==> src/rlfa_defines.vh <==
`ifndef RLFA_DEFINES_VH
`define RLFA_DEFINES_VH

// Register byte offsets on the plain register port.
`define RLFA_REG_LOGIN 8'h00
`define RLFA_REG_REQ_PTR 8'h04
`define RLFA_REG_DOORBELL 8'h08
`define RLFA_REG_STATE 8'h0C
`define RLFA_REG_IRQ_STAT 8'h10
`define RLFA_REG_IRQ_MASK 8'h14

// Interrupt status bit positions.
`define RLFA_IRQ_LOGIN 0
`define RLFA_IRQ_BLOCK 1
`define RLFA_IRQ_SUSP 2
`define RLFA_IRQ_ERR 3
`define RLFA_IRQ_MASK_RST 4'h0

// Command fetch agent states.
`define RLFA_AG_RESET 2'h0
`define RLFA_AG_ACTIVE 2'h1
`define RLFA_AG_SUSP 2'h2

// Engine states.
`define RLFA_E_IDLE 3'h0
`define RLFA_E_LRD 3'h1
`define RLFA_E_LWR 3'h2
`define RLFA_E_FETCH 3'h3
`define RLFA_E_XFER 3'h4
`define RLFA_E_STAT 3'h5
`define RLFA_E_LINK 3'h6

// Request block layout in words: link, data address, direction and length.
`define RLFA_RB_WORDS 2'h3
`define RLFA_LOGIN_WORDS 2'h3
`define RLFA_NULL_BIT 31
`define RLFA_DIR_BIT 31

// Login response codes and the command agent base address.
`define RLFA_RESP_OK 32'h00000000
`define RLFA_RESP_DENIED 32'h00000004
`define RLFA_AGENT_BASE 32'hF0010000
`define RLFA_NUM_LUN 4

`endif

==> src/rlfa_agent.v <==
// Notes on behaviour
// - Power-on or bus reset puts agents in Reset.
// - Login response written to requested address.
// - Link with top bit set ends list.
// - Pointer write after a login moves Reset to Active, fetching.
// - Doorbell ignored while agent in Reset.
// - Fetch until storage full or null link.
// - Never reordered; blocks run in fetch order.
// - Direction zero reads initiator, one writes.
// - Status block written after each block.
// - Finish all fetched blocks, then Suspended.
// - Doorbell while suspended returns agent Active.
// - Resume rereads old last block link.
// - Doorbell ignored while Active before null.
// - Cycle repeats until reset or error.
// - One login per logical unit at most.
// - Blocks fetched only from login's list.
// - Ordered execution, strictly in queue order.
`include "rlfa_defines.vh"

module rlfa_agent (
    input wire clock_i,
    input wire rst_n_i,
    input wire bus_reset_i,
    input wire [7:0] reg_addr_i,
    input wire [31:0] reg_wdata_i,
    input wire reg_wr_i,
    input wire reg_rd_i,
    output reg [31:0] reg_rdata_o,
    output reg mem_req_o,
    output reg mem_write_o,
    output reg [31:0] mem_addr_o,
    output reg [31:0] mem_wdata_o,
    input wire mem_ack_i,
    input wire mem_err_i,
    input wire [31:0] mem_rdata_i,
    output reg [31:0] dout_o,
    output reg dout_valid_o,
    input wire [31:0] din_i,
    output reg din_take_o,
    input wire [15:0] dev_status_i,
    output reg irq_o
);

    // Register decode used by reads and writes alike.
    function hit;
        input [7:0] a;
        input [7:0] off;
        begin
            hit = (a == off);
        end
    endfunction

    reg br_s1;
    reg br_s2;
    reg [1:0] agent;
    reg [2:0] eng;
    reg [1:0] widx;
    reg [15:0] xcnt;
    reg login_pend;
    reg [31:0] login_addr;
    reg [31:0] resp_addr;
    reg [31:0] drop_addr;
    reg [1:0] lun;
    reg [31:0] resp_code;
    reg fetch_pend;
    reg relink_pend;
    reg null_seen;
    reg [31:0] fetch_addr;
    reg [31:0] last_addr;
    reg [31:0] t_link;
    reg [31:0] t_data;
    reg [31:0] q_data [0:1];
    reg [15:0] q_len [0:1];
    reg q_dir [0:1];
    reg wp;
    reg rp;
    reg [1:0] cnt;
    reg [3:0] irq_st;
    reg [3:0] irq_mask;
    reg [3:0] ev;
    reg [`RLFA_NUM_LUN-1:0] lun_busy;
    reg [`RLFA_NUM_LUN-1:0] lun_set;

    wire agent_rst = !rst_n_i || br_s2;
    wire wr_ptr = reg_wr_i && hit(reg_addr_i, `RLFA_REG_REQ_PTR);
    wire wr_bell = reg_wr_i && hit(reg_addr_i, `RLFA_REG_DOORBELL);
    wire beat = mem_req_o && mem_ack_i;
    wire [31:0] word_off = {28'h0000000, widx, 2'b00};
    wire [31:0] head_addr = q_data[rp] + {14'h0000, xcnt, 2'b00};

    // Bus reset arrives from the link side; two flops before use.
    always @(posedge clock_i) begin
        if (!rst_n_i) begin
            br_s1 <= 1'b0;
            br_s2 <= 1'b0;
        end else begin
            br_s1 <= bus_reset_i;
            br_s2 <= br_s1;
        end
    end

    // One busy flag per logical unit; set on an accepted login.
    genvar g;
    generate
        for (g = 0; g < `RLFA_NUM_LUN; g = g + 1) begin : g_lun
            always @(posedge clock_i) begin
                if (agent_rst) begin
                    lun_busy[g] <= 1'b0;
                end else if (lun_set[g]) begin
                    lun_busy[g] <= 1'b1;
                end
            end
        end
    endgenerate

    // Login flag, register writes and the single bus-master engine.
    always @(posedge clock_i) begin
        if (agent_rst) begin
            agent <= `RLFA_AG_RESET;
            eng <= `RLFA_E_IDLE;
            widx <= 2'h0;
            xcnt <= 16'h0000;
            login_pend <= 1'b0;
            login_addr <= 32'h00000000;
            resp_addr <= 32'h00000000;
            drop_addr <= 32'h00000000;
            lun <= 2'h0;
            resp_code <= `RLFA_RESP_OK;
            fetch_pend <= 1'b0;
            relink_pend <= 1'b0;
            null_seen <= 1'b0;
            fetch_addr <= 32'h00000000;
            last_addr <= 32'h00000000;
            t_link <= 32'h00000000;
            t_data <= 32'h00000000;
            q_data[0] <= 32'h00000000;
            q_data[1] <= 32'h00000000;
            q_len[0] <= 16'h0000;
            q_len[1] <= 16'h0000;
            q_dir[0] <= 1'b0;
            q_dir[1] <= 1'b0;
            wp <= 1'b0;
            rp <= 1'b0;
            cnt <= 2'h0;
            ev <= 4'h0;
            lun_set <= {`RLFA_NUM_LUN{1'b0}};
            mem_req_o <= 1'b0;
            mem_write_o <= 1'b0;
            mem_addr_o <= 32'h00000000;
            mem_wdata_o <= 32'h00000000;
            dout_o <= 32'h00000000;
            dout_valid_o <= 1'b0;
            din_take_o <= 1'b0;
        end else begin
            ev <= 4'h0;
            lun_set <= {`RLFA_NUM_LUN{1'b0}};
            dout_valid_o <= 1'b0;
            din_take_o <= 1'b0;
            // Software writes that start work.
            if (reg_wr_i && hit(reg_addr_i, `RLFA_REG_LOGIN)) begin
                login_pend <= 1'b1;
                login_addr <= reg_wdata_i;
            end
            if (wr_ptr && agent == `RLFA_AG_RESET && lun_busy != 0) begin
                agent <= `RLFA_AG_ACTIVE;
                fetch_addr <= reg_wdata_i;
                fetch_pend <= 1'b1;
                null_seen <= 1'b0;
            end
            // Reset state ignores it; Active ignores it until null seen.
            if (wr_bell && agent == `RLFA_AG_SUSP) begin
                agent <= `RLFA_AG_ACTIVE;
                relink_pend <= 1'b1;
            end else if (wr_bell && agent == `RLFA_AG_ACTIVE && null_seen) begin
                relink_pend <= 1'b1;
            end
            // A failed bus transaction ends the cycle and drops the queue.
            if (beat && mem_err_i) begin
                mem_req_o <= 1'b0;
                agent <= `RLFA_AG_RESET;
                eng <= `RLFA_E_IDLE;
                cnt <= 2'h0;
                wp <= 1'b0;
                rp <= 1'b0;
                fetch_pend <= 1'b0;
                relink_pend <= 1'b0;
                ev[`RLFA_IRQ_ERR] <= 1'b1;
            end else begin
                case (eng)
                    `RLFA_E_IDLE: begin
                        widx <= 2'h0;
                        xcnt <= 16'h0000;
                        if (login_pend) begin
                            eng <= `RLFA_E_LRD;
                        end else if (agent == `RLFA_AG_ACTIVE) begin
                            if (relink_pend) begin
                                eng <= `RLFA_E_LINK;
                            end else if (fetch_pend && !null_seen && cnt != 2'h2) begin
                                eng <= `RLFA_E_FETCH;
                            end else if (cnt != 2'h0) begin
                                // Head of queue only: ordered execution.
                                if (q_len[rp] == 16'h0000) begin
                                    eng <= `RLFA_E_STAT;
                                end else begin
                                    eng <= `RLFA_E_XFER;
                                end
                            end else if (null_seen && !wr_bell) begin
                                // A doorbell in this same cycle keeps the agent Active for its relink.
                                agent <= `RLFA_AG_SUSP;
                                ev[`RLFA_IRQ_SUSP] <= 1'b1;
                            end
                        end
                    end
                    `RLFA_E_LRD: begin
                        if (!mem_req_o) begin
                            mem_req_o <= 1'b1;
                            mem_write_o <= 1'b0;
                            mem_addr_o <= login_addr + word_off;
                        end else if (mem_ack_i) begin
                            mem_req_o <= 1'b0;
                            widx <= widx + 2'h1;
                            if (widx == 2'h0) begin
                                resp_addr <= mem_rdata_i;
                            end else if (widx == 2'h1) begin
                                drop_addr <= mem_rdata_i;
                            end else begin
                                lun <= mem_rdata_i[1:0];
                                widx <= 2'h0;
                                eng <= `RLFA_E_LWR;
                                login_pend <= 1'b0;
                                if (lun_busy[mem_rdata_i[1:0]]) begin
                                    resp_code <= `RLFA_RESP_DENIED;
                                end else begin
                                    resp_code <= `RLFA_RESP_OK;
                                end
                            end
                        end
                    end
                    `RLFA_E_LWR: begin
                        // Word 0 is the agent base, word 1 the result.
                        if (!mem_req_o) begin
                            mem_req_o <= 1'b1;
                            mem_write_o <= 1'b1;
                            mem_addr_o <= resp_addr + word_off;
                            if (widx == 2'h0) begin
                                mem_wdata_o <= `RLFA_AGENT_BASE;
                            end else begin
                                mem_wdata_o <= resp_code;
                            end
                        end else if (mem_ack_i) begin
                            mem_req_o <= 1'b0;
                            widx <= widx + 2'h1;
                            if (widx == 2'h1) begin
                                eng <= `RLFA_E_IDLE;
                                ev[`RLFA_IRQ_LOGIN] <= 1'b1;
                                if (resp_code == `RLFA_RESP_OK) begin
                                    lun_set[lun] <= 1'b1;
                                end
                            end
                        end
                    end
                    `RLFA_E_FETCH: begin
                        if (!mem_req_o) begin
                            mem_req_o <= 1'b1;
                            mem_write_o <= 1'b0;
                            mem_addr_o <= fetch_addr + word_off;
                        end else if (mem_ack_i) begin
                            mem_req_o <= 1'b0;
                            widx <= widx + 2'h1;
                            if (widx == 2'h0) begin
                                t_link <= mem_rdata_i;
                            end else if (widx == 2'h1) begin
                                t_data <= mem_rdata_i;
                            end else begin
                                // Store the block and follow its link.
                                q_data[wp] <= t_data;
                                q_len[wp] <= mem_rdata_i[15:0];
                                q_dir[wp] <= mem_rdata_i[`RLFA_DIR_BIT];
                                wp <= ~wp;
                                cnt <= cnt + 2'h1;
                                last_addr <= fetch_addr;
                                eng <= `RLFA_E_IDLE;
                                if (t_link[`RLFA_NULL_BIT]) begin
                                    null_seen <= 1'b1;
                                    fetch_pend <= 1'b0;
                                end else begin
                                    fetch_addr <= t_link;
                                end
                            end
                        end
                    end
                    `RLFA_E_XFER: begin
                        if (!mem_req_o) begin
                            mem_req_o <= 1'b1;
                            mem_addr_o <= head_addr;
                            mem_write_o <= q_dir[rp];
                            if (q_dir[rp]) begin
                                mem_wdata_o <= din_i;
                                din_take_o <= 1'b1;
                            end
                        end else if (mem_ack_i) begin
                            mem_req_o <= 1'b0;
                            xcnt <= xcnt + 16'h0001;
                            if (!q_dir[rp]) begin
                                dout_o <= mem_rdata_i;
                                dout_valid_o <= 1'b1;
                            end
                            if (xcnt == q_len[rp] - 16'h0001) begin
                                eng <= `RLFA_E_STAT;
                            end
                        end
                    end
                    `RLFA_E_STAT: begin
                        if (!mem_req_o) begin
                            mem_req_o <= 1'b1;
                            mem_write_o <= 1'b1;
                            mem_addr_o <= drop_addr;
                            mem_wdata_o <= {16'h0000, dev_status_i};
                        end else if (mem_ack_i) begin
                            mem_req_o <= 1'b0;
                            rp <= ~rp;
                            cnt <= cnt - 2'h1;
                            eng <= `RLFA_E_IDLE;
                            ev[`RLFA_IRQ_BLOCK] <= 1'b1;
                        end
                    end
                    `RLFA_E_LINK: begin
                        if (!mem_req_o) begin
                            mem_req_o <= 1'b1;
                            mem_write_o <= 1'b0;
                            mem_addr_o <= last_addr;
                        end else if (mem_ack_i) begin
                            mem_req_o <= 1'b0;
                            relink_pend <= 1'b0;
                            eng <= `RLFA_E_IDLE;
                            if (!mem_rdata_i[`RLFA_NULL_BIT]) begin
                                fetch_addr <= mem_rdata_i;
                                fetch_pend <= 1'b1;
                                null_seen <= 1'b0;
                            end
                        end
                    end
                    default: begin
                        eng <= `RLFA_E_IDLE;
                    end
                endcase
            end
        end
    end

    // Sticky interrupt status, cleared by a read; an event wins over it.
    always @(posedge clock_i) begin
        if (!rst_n_i) begin
            irq_st <= 4'h0;
            irq_mask <= `RLFA_IRQ_MASK_RST;
            irq_o <= 1'b0;
        end else begin
            if (reg_rd_i && hit(reg_addr_i, `RLFA_REG_IRQ_STAT)) begin
                irq_st <= ev;
            end else begin
                irq_st <= irq_st | ev;
            end
            if (reg_wr_i && hit(reg_addr_i, `RLFA_REG_IRQ_MASK)) begin
                irq_mask <= reg_wdata_i[3:0];
            end
            irq_o <= |(irq_st & irq_mask);
        end
    end

    // Read data stands one cycle after the read strobe.
    always @(posedge clock_i) begin
        if (!rst_n_i) begin
            reg_rdata_o <= 32'h00000000;
        end else if (reg_rd_i) begin
            if (hit(reg_addr_i, `RLFA_REG_LOGIN)) begin
                reg_rdata_o <= {resp_code[7:0], 20'h00000, lun_busy};
            end else if (hit(reg_addr_i, `RLFA_REG_REQ_PTR)) begin
                reg_rdata_o <= fetch_addr;
            end else if (hit(reg_addr_i, `RLFA_REG_STATE)) begin
                reg_rdata_o <= {21'h000000, eng, 2'h0, cnt, 1'b0, null_seen, agent};
            end else if (hit(reg_addr_i, `RLFA_REG_IRQ_STAT)) begin
                reg_rdata_o <= {28'h0000000, irq_st};
            end else if (hit(reg_addr_i, `RLFA_REG_IRQ_MASK)) begin
                reg_rdata_o <= {28'h0000000, irq_mask};
            end else begin
                reg_rdata_o <= 32'h00000000;
            end
        end else begin
            reg_rdata_o <= 32'h00000000;
        end
    end

endmodule // rlfa_agent

==> config.mk <==
export PLATFORM = sky130hd
export DESIGN_NAME = rlfa_agent
export DESIGN_NICKNAME = d
export VERILOG_FILES = /design/src/rlfa_agent.v
export VERILOG_INCLUDE_DIRS = /design/src
export SDC_FILE = /design/constraint.sdc
export NUM_CORES = 1
export LEC_CHECK = 0
export BUFFER_PORTS_ARGS = -buffer_cell sky130_fd_sc_hd__buf_4
export CAP_MARGIN = 10
export CORE_MARGIN = 2
export CORE_UTILIZATION = 53
export CTS_CLUSTER_SIZE = 28
export DETAILED_ROUTE_END_ITERATION = 8
export PLACE_DENSITY = 0.83
export SETUP_SLACK_MARGIN = 0.4
export SLEW_MARGIN = 10
export SYNTH_ARGS = -nofsm -noshare
export SYNTH_HDL_FRONTEND = slang
export SYNTH_SLANG_ARGS = --single-unit
==> constraint.sdc <==
create_clock -name clock_i -period 5.9 [get_ports clock_i]
set_clock_uncertainty 0.05 [all_clocks]
set_input_delay 0.295 -clock clock_i [delete_from_list [all_inputs] [get_ports clock_i]]
set_output_delay 0.295 -clock clock_i [all_outputs]
set_load 0.01 [all_outputs]
==> run summary <==
Final hold violations = 0
Clk sink count = 512
Top routing layer in use = met4
Worst-path clk slew = 0.06 ns
Clk pwr share = 46.7%
Pin count of the biggest net entering global routing = 189
Number of global-route vias before repair = 20700
Worst EP required = 6.32 ns
Placed insts = 3342
Root buffer cell = clkbuf_16
CP Launch Type = flip-flop
Total power = 7.48 mW
Mean Syn Cell Area = 8.87 sq um
Htree depth = 2
Worst path slowest cell = dfxtp_4
Port Buf Inserts = 259
Switching Fraction = 22.1%
Synth warn = 0
Worst Hold Slack = 0.0683 ns
Mean number of vias per cell = 6.11
Top post-synthesis cells by area = dfxtp_1, edfxtp_1, nand2_1, a21oi_1, mux2i_1
I/O pins = 260
Met2 routed WL = 34.7 mm
First-pass GRT wire length = 119 mm
Top cell type's share of synthesized area = 35.5%
Syn Nets = 2790
Routed length on met1 = 31.6 mm
FILL cells = 3358
Gpl congestion = 0.982
Row cnt = 76
Setup CP Type = reg2reg
Slew Limit Headroom = 10.5%
Main synth FF type = dfxtp_1
Core area = 43300 sq um
Most frequent cells after synthesis = nand2_1, dfxtp_1, a21oi_1
Slew Limit Fails = 0
Synth area leader = dfxtp_1
Worst path max stage delay = 0.77 ns
Pwr/cell area = 264 nW/um^2
Post-route ant nets = 0
Initial DRC count = 2495
Post-route setup TNS = 0 ns
Setup violators final = 0
Sequential power share = 48.3%
RSZ-0062 raised after global routing = false
GRT overflow = 0
P_leak = 10.4 nW
Chip height = 214 um
Worst skew pair latency = 0.61 ns
Antenna violations before repair = 0
CTS tree = yes
Sequential-to-total area share from yosys stat = 48.0%
Worst slew pin tran = 1.34 ns
Internal = 5.82 mW
Diodes inserted = 0
Max Cap Viol = 0
Vias = 21500
EDFF count, synth = 98
Top-count cell post-synth = nand2_1
Reported net switching power = 1.65 mW
Worst-path cell chain = buf_4, mux2_2, ha_1, a21o_1, a221o_1, a22oi_1, a21boi_0, o31ai_1, xor2_1, a221oi_1, a21oi_1
Drc violations = 0
Tot GR Track Use = 32.7%
Arr. time, crit path = 4.63 ns
Synth Register Bits = 512
VDD IR-drop max = 221 uV
Part of the power in combinational logic = 4.9%
Setup crit end kind = flip-flop
Post-cts sizing count = 0
Syn Inst Count = 2636
Hold crit path type = in2reg
Crit share post-route = 71.4%
Asr flop ratio synth = 0%
CTS buffer count = 50
1st-pass router iterations = 6
Cell variety after synth = 90
Total Nets Final = 3047
Total Wirelength = 77.3 mm
Die width = 214 um
Peak Freq = 237 MHz
Post-Layout Cell Count = 3518
Met3 wire len = 7.68 mm
Starting Density = 54.0%
Layout cells sized above 1 = 16.4%
Die area = 45800 sq um
Min Tclk post-route = 4.21 ns
Clk buf depth = 3
P&R area growth vs syn = 21.2%
WL/cell = 22.0 um
Critical path fanouts, max = 49
Mapped Area = 23400 sq um
Outcome = finished clean
DP Wirelength = 52.0 mm
## area by class of cell
cell class / instances / area, sq um / share of cell area, %
inverter: 25 / 93.8 / 0.331
clock buffer: 62 / 1400 / 4.94
tap: 585 / 732 / 2.58
clock inverter: 30 / 395 / 1.39
multi-input combinational: 1919 / 11400 / 40.1
timing repair buffer: 385 / 3110 / 11.0
sequential: 512 / 11200 / 39.6
## flip-flops by register name, indices dropped and copies added, names as in the netlist, 16 cells and up, named ones only
signal and cells:
mem_wdata_o 32, t_data 32, login_addr 32, reg_rdata_o 32, q_len 32, xcnt 16, t_link 32, q_data 64
resp_addr 32, dout_o 32, fetch_addr 32, last_addr 32, mem_addr_o 32, drop_addr 32
## path summary, 6_finish.rpt
| check | startpoint | endpoint | slack [ns] | depth (start not counted) |
|---|---|---|---|---|
| setup reg to reg | flip-flop | mem_addr_o[21] | 1.69 | 11 |
| hold / removal | reg_rd_i | reg_rdata_o[3] | 0.07 | 3 |
| hold reg to reg | lun_set[2] | lun_busy[2] | 0.40 | 2 |
| setup / recovery | flip-flop | mem_addr_o[21] | 1.69 | 11 |
## through the flow
| step | setup slack (ns) | util (%) | instance area (sq um) |
|---|---|---|---|
| after detailed placement | 1.87 | 59.4 | 25700 |
| after floorplan | 1.40 | - | 23400 |
| final | 1.69 | 65.5 | 28300 |
| after global routing | 1.48 | 65.5 | 28300 |
| after CTS | 1.77 | 65.5 | 28300 |
| after global placement | 1.98 | 59.4 | 25700 |
## per-layer routing
| metal | vias up | GRT usage, % |
|---|---|---|
| li1 | 9742 | - |
| met1 | 10300 | 44.3 |
| met2 | 1259 | 51.5 |
| met3 | 214 | 5.56 |
| met4 | 0 | 14.3 |
| met5 | - | 0 |
## worst max-delay path: cells and delay by family (launching register included)
kind | cells | cell delay (ns)
fa+ha+maj | 1 | 0.35
flops | 1 | 0.77
buf+inv | 1 | 0.49
compound gates | 7 | 1.85
mux | 1 | 0.40
xor+xnor | 1 | 0.12
## cell usage in the layout, fill, tap and decap left out, drive strengths merged, types with 6 or more instances in the layout
master | synthesis | routed
a31oi | 14 | 14
a32oi | 7 | 7
xnor2 | 56 | 56
o211ai | 10 | 10
nand3b | 8 | 8
inv | 24 | 25
nand4 | 7 | 7
nor4 | 25 | 25
and3 | 20 | 20
nand2b | 13 | 13
a22oi | 39 | 39
a222oi | 12 | 12
o21a | 6 | 6
nand2 | 554 | 554
a21o | 8 | 8
a221o | 6 | 6
and2 | 131 | 131
o21ai | 77 | 77
a21oi | 324 | 324
or3 | 14 | 14
o22ai | 33 | 33
nor2 | 138 | 138
buf | 31 | 301
bufinv | 0 | 9
a221oi | 16 | 16
dfxtp | 414 | 414
clkbuf | 149 | 62
a21boi | 7 | 7
nand3 | 41 | 41
xor2 | 18 | 18
ha | 25 | 25
edfxtp | 98 | 98
dlygate4sd3 | 0 | 84
clkinv | 1 | 17
nor2b | 17 | 17
mux2i | 120 | 120
nor3 | 44 | 44
mux2 | 43 | 43
a211oi | 6 | 6
o31ai | 10 | 10
## repair_timing
item                                   4_1_cts  5_1_grt
buffers inserted                             0        0
setup endpoints to repair                    0        0
hold buffers                                84        0
endpoints found under the hold margin      239        0
## cell families (layout without fill, tap and decap cells)
logic type	after synthesis	count (layout)	share of synthesized area (%)
multiplexers	164	164	7.41
buffers and inverters	205	502	3.67
XOR/XNOR	74	74	2.77
adder cells (fa/ha/maj)	27	27	1.51
AO/OA/AOI/OAI	615	615	15.8
AND/OR/NAND/NOR	1039	1039	20.8
flip-flops	512	512	48.0
## power groups by stage
stage          Clock, mW  Sequential (mW)  Combinational [mW]
6_report            3.49             3.61               0.370
5_1_grt             3.65             3.62               0.386
4_1_cts             3.50             3.61               0.357
3_5_place_dp           0             3.69               0.311
3_3_place_gp           0             3.69               0.304
2_1_floorplan          0             3.69               0.141
(Power assumes the default switching activity.)
